### config.mk
export PLATFORM = sky130hd
export DESIGN_NAME = acr_top
export DESIGN_NICKNAME = d
export VERILOG_FILES = /design/src/hdl/acr_pkg.sv /design/src/hdl/acr_top.sv
export VERILOG_INCLUDE_DIRS = /design/src /design/src/hdl
export SDC_FILE = /design/constraint.sdc
export NUM_CORES = 1
export LEC_CHECK = 0
export BUFFER_PORTS_ARGS = -buffer_cell sky130_fd_sc_hd__buf_2
export CORE_ASPECT_RATIO = 1.4
export CORE_MARGIN = 5
export CORE_UTILIZATION = 60
export CTS_CLUSTER_SIZE = 10
export DETAILED_ROUTE_END_ITERATION = 7
export PLACE_DENSITY_LB_ADDON = 0.05
export SYNTH_ARGS = -nofsm -noshare
export SYNTH_HDL_FRONTEND = slang
export SYNTH_SLANG_ARGS = --single-unit
### constraint.sdc
create_clock -name SYS_CLK -period 8.8 [get_ports SYS_CLK]
set_clock_uncertainty 0.05 [all_clocks]
set_input_delay 1.76 -clock SYS_CLK [delete_from_list [all_inputs] [get_ports SYS_CLK]]
set_output_delay 1.76 -clock SYS_CLK [all_outputs]
set_load 0.02 [all_outputs]
### src/hdl/acr_regs.svh
/*
 * Offsets, field codes, reset values and sizes for the status and
 * calibration register access block.
 * Assumes it is included by its bare name and holds definitions only.
 */
`ifndef ACR_REGS_SVH
`define ACR_REGS_SVH

// ============================================================
// Word and frame sizes
`define ACR_WORD_W     16
`define ACR_CAL_W      14
`define ACR_CAL_NUM    10
`define ACR_FRAME_BITS 5'h10

// ============================================================
// Calibration register indices (pointer values)
`define ACR_IDX_GAIN   4'h0
`define ACR_IDX_OFFSET 4'h1
`define ACR_IDX_LAST   4'h9

// ============================================================
// Calibration target select codes
`define ACR_SEL_ALL    2'h0
`define ACR_SEL_GO     2'h1
`define ACR_SEL_OFF    2'h2
`define ACR_SEL_GAIN   2'h3

// ============================================================
// Read target select codes
`define ACR_RD_CAL     2'h2
`define ACR_RD_STAT    2'h3

// ============================================================
// Write target code in the top two bits of a host frame
`define ACR_WR_CTRL    2'h1
`define ACR_WR_CAL     2'h3

// ============================================================
// Reset values
`define ACR_CTRL_RST   14'h0000
`define ACR_CAL_RST    14'h2000

`endif

### src/hdl/acr_pkg.sv
/*
 * Types for the status and calibration register access block.
 * Assumes acr_regs.svh is on the include path.
 */
`default_nettype none
`include "acr_regs.svh"

package acr_pkg;

    // Control register layout, bit 13 down to bit 0
    typedef struct packed {
        logic       input_config_select;
        logic [2:0] channel_select;
        logic [1:0] power_mgmt;
        logic [1:0] read_target_select;
        logic       mode_select;
        logic       conv_start;
        logic       calibration_kind;
        logic [1:0] cal_target_select;
        logic       calibration_start;
    } acr_ctrl_t;

    // Write of one coefficient by the calibration engine
    typedef struct packed {
        logic                   valid;
        logic [3:0]             idx;
        logic [`ACR_CAL_W-1:0]  data;
    } acr_upd_t;

    // Serial frame states, one-hot
    typedef enum logic [1:0] {
        ACR_IDLE  = 2'b01,
        ACR_SHIFT = 2'b10
    } acr_frame_t;

endpackage : acr_pkg

`default_nettype wire

### src/hdl/acr_top.sv
/*
 * Status word and calibration register access over the serial port.
 * Assumes the conversion and calibration engines run on SYS_CLK and that
 * the serial clock, frame and data pins are asynchronous to it.
 */
// Functional notes
// RL1: Status bit 15 always reads zero.
// RL2: Bit 14 shows conversion or calibration busy.
// RL3: Bits 13..10 show input config and channel.
// RL4: Bits 9..8 show power management field.
// RL5: Bits 7..6 read as ones.
// RL6: Bit 5 mode; cleared after every read.
// RL7: Bit 3 shows calibration kind.
// RL8: Bit 0 shows calibration in progress.
// RL9: Bits 2..1 show calibration target select.
// RL10: Ten readable, writable calibration registers.
// RL11: Calibration engine updates registers automatically.
// RL12: Target select code picks access set.
// RL13: Same decoding for reads and writes.
// RL14: Host sets targets before calibration access.
// RL15: Pointer resets on control write, sequence end.
// RL16: Reset pointer: gain, or offset if alone.
// RL17: Pointer advances after each multi-register access.
// RL18: Early stop; next control write resets pointer.
// RL19: Calibration reads carry two leading zeros.
// RL20: Mode 1 host completes all calibration reads.
// RL21: Read select 11 picks status word.
// RL22: Status word read-only, zero at power-up; bits 7..6 still read as ones here.
// RL23: Offset, gain hold fourteen bits, two zeros.
// RL24: Order: gain, offset, then DAC ascending.
`default_nettype none
`include "acr_regs.svh"

module acr_top (
    input  wire logic                   SYS_CLK,
    input  wire logic                   RESET,
    input  wire logic                   SCLK,
    input  wire logic                   SYNC_N,
    input  wire logic                   DIN,
    output logic                        DOUT,
    output logic                        DOUT_OE_N,
    input  wire logic                   CONV_BUSY,
    input  wire logic                   CAL_BUSY,
    input  wire logic [11:0]            CONV_RESULT,
    input  wire acr_pkg::acr_upd_t      CAL_UPD,
    output acr_pkg::acr_ctrl_t          CTRL
);

    // ============================================================
    // State

    // Whole state of the block in one word
    typedef struct packed {
        acr_pkg::acr_ctrl_t                     ctrl;    // Control register
        logic [3:0]                             ptr;     // Calibration pointer
        logic [`ACR_CAL_NUM-1:0][`ACR_CAL_W-1:0] cal;    // Coefficients
        logic [2:0]                             sclk_s;  // Sync pair plus edge history
        logic [2:0]                             sync_s;  // Sync pair plus edge history
        logic [1:0]                             din_s;   // Sync pair
        acr_pkg::acr_frame_t                    fsm;     // Frame state
        logic [4:0]                             cnt;     // Bits taken this frame
        logic [`ACR_WORD_W-1:0]                 rx;      // Word shifted in
        logic [`ACR_WORD_W-1:0]                 tx;      // Word shifted out
        logic                                   rd_cal;  // Frame reads a coefficient
        logic                                   conv_d;  // Busy history for falling edges
        logic                                   cal_d;
    } acr_state_t;

    acr_state_t r;          // Registered state
    acr_state_t next_r;     // Next state

    // ============================================================
    // Pointer arithmetic

    // First register of a selected sequence
    function automatic logic [3:0] first_idx(input logic [1:0] sel);
        // RL16 offset-only starts elsewhere
        first_idx = (sel == `ACR_SEL_OFF) ? `ACR_IDX_OFFSET : `ACR_IDX_GAIN;
    endfunction : first_idx

    // Last register of a selected sequence
    function automatic logic [3:0] last_idx(input logic [1:0] sel);
        // RL12 size of each access set
        unique case (sel)
            `ACR_SEL_ALL: last_idx = `ACR_IDX_LAST;
            `ACR_SEL_GO:  last_idx = `ACR_IDX_OFFSET;
            `ACR_SEL_OFF: last_idx = `ACR_IDX_OFFSET;
            `ACR_SEL_GAIN: last_idx = `ACR_IDX_GAIN;
        endcase
    endfunction : last_idx

    // Pointer after one access; wraps to the start after the last one
    function automatic logic [3:0] step_idx(input logic [3:0] p, input logic [1:0] sel);
        // RL15 wrap at sequence end
        if (p == last_idx(sel)) begin
            step_idx = first_idx(sel);
        end else begin
            // RL24 gain, offset, DAC upward
            step_idx = 4'(p + 4'h1);
        end
    endfunction : step_idx

    // ============================================================
    // Status word and edges

    logic [`ACR_WORD_W-1:0] status_w;   // Status word as read
    logic                   sclk_rise;  // Serial clock edges
    logic                   sclk_fall;
    logic                   frame_go;   // Frame starts
    logic                   frame_end;  // Frame ends with a full word
    logic                   busy_any;   // Conversion or calibration running

    // Status word is built from live state, so it is never stale
    always_comb begin
        busy_any = CONV_BUSY | CAL_BUSY;
        // RL1 RL2 RL3 RL4 RL5 status layout
        // RL6 RL7 RL8 RL9 RL21 RL22 status layout
        status_w = {1'b0, busy_any, r.ctrl.input_config_select, r.ctrl.channel_select,
                    r.ctrl.power_mgmt, 2'h3, r.ctrl.mode_select, 1'b0,
                    r.ctrl.calibration_kind, r.ctrl.cal_target_select, CAL_BUSY};
        // Edges come from the second stage and its history, never the first
        sclk_rise = r.sclk_s[1] & ~r.sclk_s[2];
        sclk_fall = ~r.sclk_s[1] & r.sclk_s[2];
        frame_go  = ~r.sync_s[1] & r.sync_s[2] & (r.fsm == acr_pkg::ACR_IDLE);
        frame_end = r.sync_s[1] & ~r.sync_s[2] & (r.fsm == acr_pkg::ACR_SHIFT)
                    & (r.cnt == `ACR_FRAME_BITS);
    end

    // ============================================================
    // Next state

    // Frame handling, register writes and pointer updates
    always_comb begin
        next_r = r;
        next_r.sclk_s = {r.sclk_s[1:0], SCLK};
        next_r.sync_s = {r.sync_s[1:0], SYNC_N};
        next_r.din_s  = {r.din_s[0], DIN};
        next_r.conv_d = CONV_BUSY;
        next_r.cal_d  = CAL_BUSY;

        // Start bits drop when their engine finishes
        if (r.conv_d & ~CONV_BUSY) begin
            next_r.ctrl.conv_start = 1'b0;
        end
        if (r.cal_d & ~CAL_BUSY) begin
            next_r.ctrl.calibration_start = 1'b0;
        end

        unique case (r.fsm)
            acr_pkg::ACR_IDLE: begin
                // Load the read word at frame start
                if (frame_go) begin
                    next_r.fsm    = acr_pkg::ACR_SHIFT;
                    next_r.cnt    = 5'h00;
                    next_r.rd_cal = (r.ctrl.read_target_select == `ACR_RD_CAL);
                    if (r.ctrl.read_target_select == `ACR_RD_STAT) begin
                        next_r.tx = status_w;
                    end else if (r.ctrl.read_target_select == `ACR_RD_CAL) begin
                        // RL19 RL23 two leading zeros
                        next_r.tx = {2'h0, r.cal[r.ptr]};
                    end else begin
                        // Conversion result with four leading zeros
                        next_r.tx = {4'h0, CONV_RESULT};
                    end
                end
            end
            acr_pkg::ACR_SHIFT: begin
                // Data in on rising edges, out on falling edges
                if (sclk_rise && r.cnt != `ACR_FRAME_BITS) begin
                    next_r.rx  = {r.rx[14:0], r.din_s[1]};
                    next_r.cnt = 5'(r.cnt + 5'h01);
                end
                if (sclk_fall) begin
                    next_r.tx = {r.tx[14:0], 1'b0};
                end
                // A short frame is dropped with no effect
                if (r.sync_s[1] & ~r.sync_s[2]) begin
                    next_r.fsm = acr_pkg::ACR_IDLE;
                end
                if (frame_end) begin
                    if (r.rx[15:14] == `ACR_WR_CTRL) begin
                        next_r.ctrl = acr_pkg::acr_ctrl_t'(r.rx[13:0]);
                        // RL15 RL18 control write resets pointer
                        next_r.ptr = first_idx(r.rx[2:1]);
                    end else begin
                        // RL6 mode bit clears after a read cycle
                        next_r.ctrl.mode_select = 1'b0;
                        if (r.rx[15:14] == `ACR_WR_CAL) begin
                            // RL10 RL13 host write at pointer
                            next_r.cal[r.ptr] = r.rx[13:0];
                            // RL17 advance after write
                            next_r.ptr = step_idx(r.ptr, r.ctrl.cal_target_select);
                        end else if (r.rd_cal) begin
                            // RL17 advance after read
                            next_r.ptr = step_idx(r.ptr, r.ctrl.cal_target_select);
                        end
                    end
                end
            end
        endcase

        // RL11 engine updates win over the host
        if (CAL_UPD.valid && CAL_UPD.idx <= `ACR_IDX_LAST) begin
            next_r.cal[CAL_UPD.idx] = CAL_UPD.data;
        end
    end

    // ============================================================
    // Registers

    // Whole state in one register; power-up values match the defaults
    always_ff @(posedge SYS_CLK or posedge RESET) begin
        if (RESET) begin
            r.ctrl   <= acr_pkg::acr_ctrl_t'(`ACR_CTRL_RST);
            r.ptr    <= `ACR_IDX_GAIN;
            r.cal    <= {`ACR_CAL_NUM{`ACR_CAL_RST}};
            // Both link lines idle high; a low history here would
            // show a false edge on the first cycles after reset
            r.sclk_s <= 3'h7;
            r.sync_s <= 3'h7;
            r.din_s  <= 2'h0;
            r.fsm    <= acr_pkg::ACR_IDLE;
            r.cnt    <= 5'h00;
            r.rx     <= 16'h0000;
            r.tx     <= 16'h0000;
            r.rd_cal <= 1'b0;
            r.conv_d <= 1'b0;
            r.cal_d  <= 1'b0;
        end else begin
            r <= next_r;
        end
    end

    // ============================================================
    // Outputs

    // Pin driven only inside a frame so several parts may share it
    assign DOUT      = r.tx[15];
    assign DOUT_OE_N = (r.fsm != acr_pkg::ACR_SHIFT);
    assign CTRL      = r.ctrl;

    // ============================================================
    // Checks

    // Checks watch registered state one cycle after the event that moves
    // it. Short frames never reach frame_end, so any pointer or coefficient
    // change that they cause shows up as a failure of the hold checks further down.

    // RL1 RL5 status top bits
    chk_status_msb_zero: assert property (@(posedge SYS_CLK) disable iff (RESET) // RL1 RL5
        frame_go && r.ctrl.read_target_select == `ACR_RD_STAT |=> !r.tx[15] && r.tx[7:6] == 2'h3)
        else $error("status word msb or select bits wrong");

    // RL2 RL8 live busy bits
    chk_status_busy_bit: assert property (@(posedge SYS_CLK) disable iff (RESET) // RL2 RL8
        status_w[14] == (CONV_BUSY | CAL_BUSY) && status_w[0] == CAL_BUSY)
        else $error("status busy bits disagree with engines");

    // RL3 RL4 RL7 RL9 control fields
    chk_status_ctrl_fields: assert property (@(posedge SYS_CLK) disable iff (RESET) // RL3 RL4 RL7 RL9
        status_w[13:8] == {r.ctrl.input_config_select, r.ctrl.channel_select, r.ctrl.power_mgmt}
        && status_w[3:1] == {r.ctrl.calibration_kind, r.ctrl.cal_target_select})
        else $error("status fields disagree with control");

    // RL2 RL8 loaded busy bits
    chk_status_busy_load: assert property (@(posedge SYS_CLK) disable iff (RESET) // RL2 RL8
        frame_go && r.ctrl.read_target_select == `ACR_RD_STAT
        |=> r.tx[14] == $past(CONV_BUSY | CAL_BUSY) && r.tx[0] == $past(CAL_BUSY))
        else $error("loaded status busy bits wrong");

    // RL6 mode bit read back
    chk_status_mode_load: assert property (@(posedge SYS_CLK) disable iff (RESET) // RL6
        frame_go && r.ctrl.read_target_select == `ACR_RD_STAT |=> r.tx[5] == $past(r.ctrl.mode_select))
        else $error("loaded status mode bit wrong");

    // RL6 mode clears on read
    chk_mode_read_clear: assert property (@(posedge SYS_CLK) disable iff (RESET) // RL6
        frame_end && r.rx[15:14] != `ACR_WR_CTRL |=> !r.ctrl.mode_select)
        else $error("mode bit kept after read cycle");

    // RL21 control word stored
    chk_ctrl_word_load: assert property (@(posedge SYS_CLK) disable iff (RESET) // RL21
        frame_end && r.rx[15:14] == `ACR_WR_CTRL |=> r.ctrl == acr_pkg::acr_ctrl_t'($past(r.rx[13:0])))
        else $error("control word not stored as sent");

    // RL15 RL16 pointer restart
    chk_ptr_ctrl_reset: assert property (@(posedge SYS_CLK) disable iff (RESET) // RL15 RL16
        frame_end && r.rx[15:14] == `ACR_WR_CTRL
        |=> r.ptr == ((r.ctrl.cal_target_select == `ACR_SEL_OFF) ? `ACR_IDX_OFFSET : `ACR_IDX_GAIN))
        else $error("pointer not reset by control write");

    // RL12 RL16 pointer within set
    chk_ptr_in_set: assert property (@(posedge SYS_CLK) disable iff (RESET) // RL12 RL16
        (r.ctrl.cal_target_select == `ACR_SEL_ALL && r.ptr <= `ACR_IDX_LAST)
        || (r.ctrl.cal_target_select == `ACR_SEL_GO && r.ptr <= `ACR_IDX_OFFSET)
        || (r.ctrl.cal_target_select == `ACR_SEL_OFF && r.ptr == `ACR_IDX_OFFSET)
        || (r.ctrl.cal_target_select == `ACR_SEL_GAIN && r.ptr == `ACR_IDX_GAIN))
        else $error("pointer outside selected set");

    // RL17 RL24 single step
    chk_ptr_step_one: assert property (@(posedge SYS_CLK) disable iff (RESET) // RL17 RL24
        frame_end && r.rx[15:14] != `ACR_WR_CTRL && (r.rx[15:14] == `ACR_WR_CAL || r.rd_cal)
        && r.ctrl.cal_target_select == `ACR_SEL_ALL && r.ptr != `ACR_IDX_LAST
        |=> r.ptr == 4'($past(r.ptr) + 4'h1))
        else $error("pointer did not advance by one");

    // RL15 wrap after last
    chk_ptr_wrap_end: assert property (@(posedge SYS_CLK) disable iff (RESET) // RL15
        frame_end && r.rx[15:14] != `ACR_WR_CTRL && (r.rx[15:14] == `ACR_WR_CAL || r.rd_cal)
        && r.ctrl.cal_target_select == `ACR_SEL_ALL && r.ptr == `ACR_IDX_LAST
        |=> r.ptr == `ACR_IDX_GAIN)
        else $error("pointer did not restart after last register");

    // RL17 RL18 pointer holds between frames
    chk_ptr_hold_idle: assert property (@(posedge SYS_CLK) disable iff (RESET) // RL17 RL18
        !frame_end |=> r.ptr == $past(r.ptr))
        else $error("pointer moved without a finished frame");

    // RL19 RL23 calibration read word
    chk_cal_lead_zero: assert property (@(posedge SYS_CLK) disable iff (RESET) // RL19 RL23
        frame_go && r.ctrl.read_target_select == `ACR_RD_CAL |=> r.tx[15:14] == 2'h0 ##1 DOUT_OE_N == 1'b0)
        else $error("calibration read lacks leading zeros");

    // RL19 RL23 coefficient under leading zeros
    chk_cal_read_word: assert property (@(posedge SYS_CLK) disable iff (RESET) // RL19 RL23
        frame_go && r.ctrl.read_target_select == `ACR_RD_CAL |=> r.tx[13:0] == $past(r.cal[r.ptr]))
        else $error("calibration read word wrong");

    // RL11 engine update stored
    chk_engine_update: assert property (@(posedge SYS_CLK) disable iff (RESET) // RL11
        CAL_UPD.valid && CAL_UPD.idx <= `ACR_IDX_LAST
        |=> r.cal[$past(CAL_UPD.idx)] == $past(CAL_UPD.data))
        else $error("engine coefficient not stored");

    // RL10 RL13 host write stored
    chk_host_cal_write: assert property (@(posedge SYS_CLK) disable iff (RESET) // RL10 RL13
        frame_end && r.rx[15:14] == `ACR_WR_CAL && !CAL_UPD.valid
        |=> r.cal[$past(r.ptr)] == $past(r.rx[13:0]))
        else $error("host coefficient write lost");

    // RL10 RL11 coefficients hold otherwise
    chk_cal_hold_idle: assert property (@(posedge SYS_CLK) disable iff (RESET) // RL10 RL11
        !frame_end && !CAL_UPD.valid |=> r.cal == $past(r.cal))
        else $error("coefficient changed without a writer");

endmodule : acr_top

`default_nettype wire

## Yosys cells after proc, flatten, opt, wreduce, memory -nomap -nowiden

Cells that the tools add are included.

- Order comparisons: 5
- Add/subtract/negate cells: 2
- Multiplexer cells: 43
- $mul: 0
- Bitwise gates (word level): 16
- Reduce and logical (&&, ||, !) cells: 15
- Eq/ne operators: 19
- Shift operators: 0
- Div/mod/pow operators: 0

Operators by type and width:

| cell | count |
|---|---|
| 140-bit 2-to-1 mux | 3 |
| 149-bit 2-to-1 mux | 2 |
| 140-bit bitwise mux | 2 |
| 14-bit demux with 4-bit select | 2 |
| 14-bit binary-select mux with 4-bit select | 1 |
| 14-bit 2-to-1 mux | 4 |
| 4-bit 2-to-1 mux | 14 |
| 16-bit one-hot mux with 2 select lines | 1 |
| 21-bit 2-to-1 mux | 1 |
| 17-bit 2-to-1 mux | 1 |
| 16-bit 2-to-1 mux | 1 |
| 15-bit 2-to-1 mux | 1 |
| 2-bit == test (second input constant) | 7 |
| 7-bit one-hot mux with 2 select lines | 1 |
| 4-bit one-hot mux with 3 select lines | 1 |
| 2-bit AND reduction | 6 |
| 4-bit by 5-bit < comparator with 1-bit output (second input constant) | 2 |
| 1-bit bitwise AND | 9 |
| 4-bit == test | 2 |
| 4-bit by 1-bit greater-or-equal comparator with 1-bit output (second input constant) | 2 |
| 2-bit inequality test (second input constant) | 4 |
| 7-bit 2-to-1 mux | 1 |
| 2-bit by 1-bit == test with 1-bit output (second input constant) | 3 |
| 1-bit NOT | 6 |
| 15 further kinds | 23 |

- Word-level logic and storage cells: 130
- Output and inout bits: 16
- Bits in latches: 0
- RAM bits: 0
- Memory bits (read-only): 0
- Register bits: 208
- Memories: 0
- Input port bits: 38

## Depth between registers and ports, before layout

- Depth in word-level cells: 17
- Mapped depth: 10
- Mapped depth without buffers: 6

## Worst setup path after synthesis

No wires, ideal clock.

- Path kind: input port to flip-flop
- From: in CAL_UPD[15] (netlist bit)
- To: reg r[142] (netlist bit)
- Cell stages on the path: 4
- Arrival time: 2,964 ps
- Data required time: 8,618 ps
- Path buffers: 2
- Path slack: 5,654 ps
- Library setup time: 132 ps
- Cell sequence: clkbuf_1 nor3b_1 clkbuf_1 o21ai_1

RTL lines:

| what | line | RTL |
|---|---|---|
| start: declaration | acr_top.sv:45 | `input wire acr_pkg::acr_upd_t CAL_UPD,` |
| end signal: assignment | acr_top.sv:230 | `r <= next_r;` |
| end: declaration | acr_top.sv:69 | `acr_state_t r;` |

## Final worst setup path

- From: reg r[41] (netlist bit)
- To: out DOUT_OE_N

- Word-level cells in the longest chain between the ends: 1

RTL lines:

| what | line | RTL |
|---|---|---|
| 2-bit inequality test | acr_top.sv:239 | `assign DOUT_OE_N = (r.fsm != acr_pkg::ACR_SHIFT);` |
| end: declaration | acr_top.sv:41 | `output logic DOUT_OE_N,` |

No other way between the ends.

==> metrics.cfg <==
[cells_and_area]
fin_cells = 1320
antenna-diode-count = 0
areaGrowthSynthToFinish_pct = 6.823
layout_commonest_cell = dfrtp_1
fillers = 1588
postLayoutCoreUtil_pct = 64.96
drive_above_1_share_pct = 18.22
final_cell_area_mm2 = 0.01209
final_cell_mix = dfrtp_1 (189), mux2i_1 (169), nand2_1 (128)
finalNetCount = 1103

[yosys]
synth_cell_types = 69
ys_async_sr_fraction_pct = 100.0
syn_area_mm2 = 0.01131
yosysSeqAreaShare_pct = 46.20
syn_avg_cell_area_um2 = 10.56
synth_flop_cell = dfrtp_1
syn_nets = 1115
ys_seq_elements = 208
ys_warn_count = 0
synth-edff-count = 0
synthCells = 1071

[power_and_ir_drop]
power_density_mw_per_mm2 = 222.8
vdd_ir_drop_max_uv = 143.5
p_leak_nw = 5.051

[route]
drc = 0
drt-total-wl_um = 30330
drtAntennaViolNets = 0
firstDrtPassIters = 5
drtIter0Drc = 667
post_drt_wl_per_cell_um = 22.97
num_vias = 8103
via_per_inst = 6.139

[global_routing]
overflow = 0
grt_max_degree = 137
grt_pass1_wl_um = 47290
grt_use_total_pct = 27.88
antenna_found_initial = 0
grt_pass1_vias = 8188

[status]
status = finished, final reports clean

[critical_path]
r2r-end = r[72]$_DFF_PP0_
end_kind = output pin
path_max_fanout = 17
cp-endpoint = DOUT_OE_N
cp_data_arrival_time_ns = 2.26
r2r_cells = 7
critPathLaunchType = flip-flop
rr_startpoint = r[191]$_DFFE_PP0P_
crit_type = reg2out
required_ns = 6.99
crit_path_start = r[41]$_DFFE_PP0P_
reg2reg_slack_ns = 5.53

[clock_tree]
clk-insertion-delay-late_ns = 0.51
cts_resized = 0
ctsHoldBuffers = 0
tritoncts = built
path_clk_slew_ns = 0.05
cts.root.buffer_cell = clkbuf_16
ctsLongestPathBuffers = 3
postCtsSetupRepairBufs = 0
cts.sinks = 208
htree_levels = 1
cts_buffers = 24

[placed_design]
port_buffers = 53
gp_congestion = 0.8282
dpl_cell_area_mm2 = 0.01139
dp_hpwl_um = 19390
dpl.cell_count = 1277

[die]
core_area_mm2 = 0.01860
pin_count = 54
row_count = 59
die_h_um = 172.5
fp.dieW_um = 126.1
dieArea_mm2 = 0.02174
start_util_pct = 60.82

[timing]
period_share_pct = 46.28
hold_viol_final = 0
rsz0062_at_grt = no
tns_ns = 0
final_max_slew_viol_count = 0
relSlewSlack_pct = 17.94
max_freq_mhz = 245.6
fin_crit_ns = 4.072
tightest_slew_ns = 1.227
setup_viol = 0

[run]
maxCapViolCount = 0

[worst_hold_path]
hp-class = reg2reg

state kept, by name, indices dropped and copies added, names as in the netlist:
| name | count |
|---|---|
| next_r | 5 |
| CTRL | 14 |
| r | 188 |
| DOUT | 1 |
where the power goes:
part / total (mW) / switching (mW) / internal (mW)
clock network: 0.895 / 0.377 / 0.519
logic: 0.412 / 0.204 / 0.208
registers: 1.39 / 0.221 / 1.16
cell usage after synthesis, drive strengths merged, types with 3 or more instances:
library cell	count	share of area [%]
a2111oi	3	0.23
a211oi	3	0.20
a21oi	50	2.2
a221oi	4	0.31
a22oi	6	0.40
a31oi	6	0.33
and2	8	0.44
and3	4	0.23
buf	59	4.4
clkbuf	51	1.7
dfrtp	191	42
dfstp	17	3.9
ha	6	0.66
inv	11	0.36
mux2	30	3.0
mux2i	169	15
mux4	16	3.2
nand2	128	4.2
nand2b	6	0.33
nand3	11	0.49
nand3b	13	0.86
nor2	63	2.1
nor2b	10	0.55
nor3	6	0.35
nor3b	3	0.20
nor4	6	1.1
o2111ai	6	0.46
o211ai	3	0.20
o21ai	119	5.3
o221a	9	0.90
o22ai	5	0.28
o31ai	5	0.33
o32ai	5	0.39
or4b	4	0.35
cells by family (layout without fill, tap and decap cells):
| kind of cell | after synthesis | in the layout | share of synthesized area, % |
|---|---|---|---|
| muxes | 215 | 215 | 21.12 |
| DFF | 208 | 208 | 46.20 |
| AOI/OAI and AO/OA | 241 | 241 | 12.86 |
| adders and majority gates | 6 | 6 | 0.6636 |
| buffers and inverters | 122 | 127 | 6.448 |
| and+or+nand+nor | 277 | 277 | 12.55 |
| xor gates and xnor gates | 2 | 2 | 0.1549 |
how the worst min path moves through the flow:
stage	start	endpoint	cells after the start
final	next_r[45]$_DFF_PP1_	next_r[46]$_DFF_PP1_	0
after global placement	next_r[43]$_DFF_PP0_	r[43]$_DFF_PP0_	0
after global routing	next_r[45]$_DFF_PP1_	next_r[46]$_DFF_PP1_	0
after detailed placement	next_r[45]$_DFF_PP1_	next_r[46]$_DFF_PP1_	0
after CTS	next_r[45]$_DFF_PP1_	next_r[46]$_DFF_PP1_	0
after floorplan	next_r[43]$_DFF_PP0_	r[43]$_DFF_PP0_	0
layer usage:
metal  vias up  wire length [um]  GRT usage (%)  share of wire (%)
li1       3795                 -              -                  -
met1      4010             13200          38.33                 44
met2       236             14690          46.56                 48
met3        62              1351          2.689                4.5
met4         0              1083          10.13                3.6
met5         -                 0              0                  0
cell type report:
type / count / area, um^2 / area share (%)
Timing Repair Buffer: 72 / 407.9 / 3.375
Clock inverter: 1 / 16.27 / 0.1346
Sequential cell: 208 / 5229 / 43.27
Clock buffer: 42 / 678.2 / 5.611
Inverter: 12 / 52.55 / 0.4348
Tap cell: 244 / 305.3 / 2.526
Multi-Input combinational cell: 741 / 5396 / 44.65
per-stage QoR:
step / power (mW) / setup WS (ns) / hold WS, ns
finish: 2.692 / 4.728 / 0.3064
CTS: 2.704 / 4.720 / 0.3090
detailed placement: 1.805 / 5.101 / 0.2998
global placement: 1.785 / 5.101 / 0.2829
floorplan: 1.675 / 1.337 / 0.2812
global route: 2.819 / 4.610 / 0.3151
critical path: stages, from the launching register on:
cell      delay [ns]
dfrtp_1         0.50
and2b_1         0.58
clkinv_1        0.41
buf_2           0.26
Power figures use the tool's default switching activity.
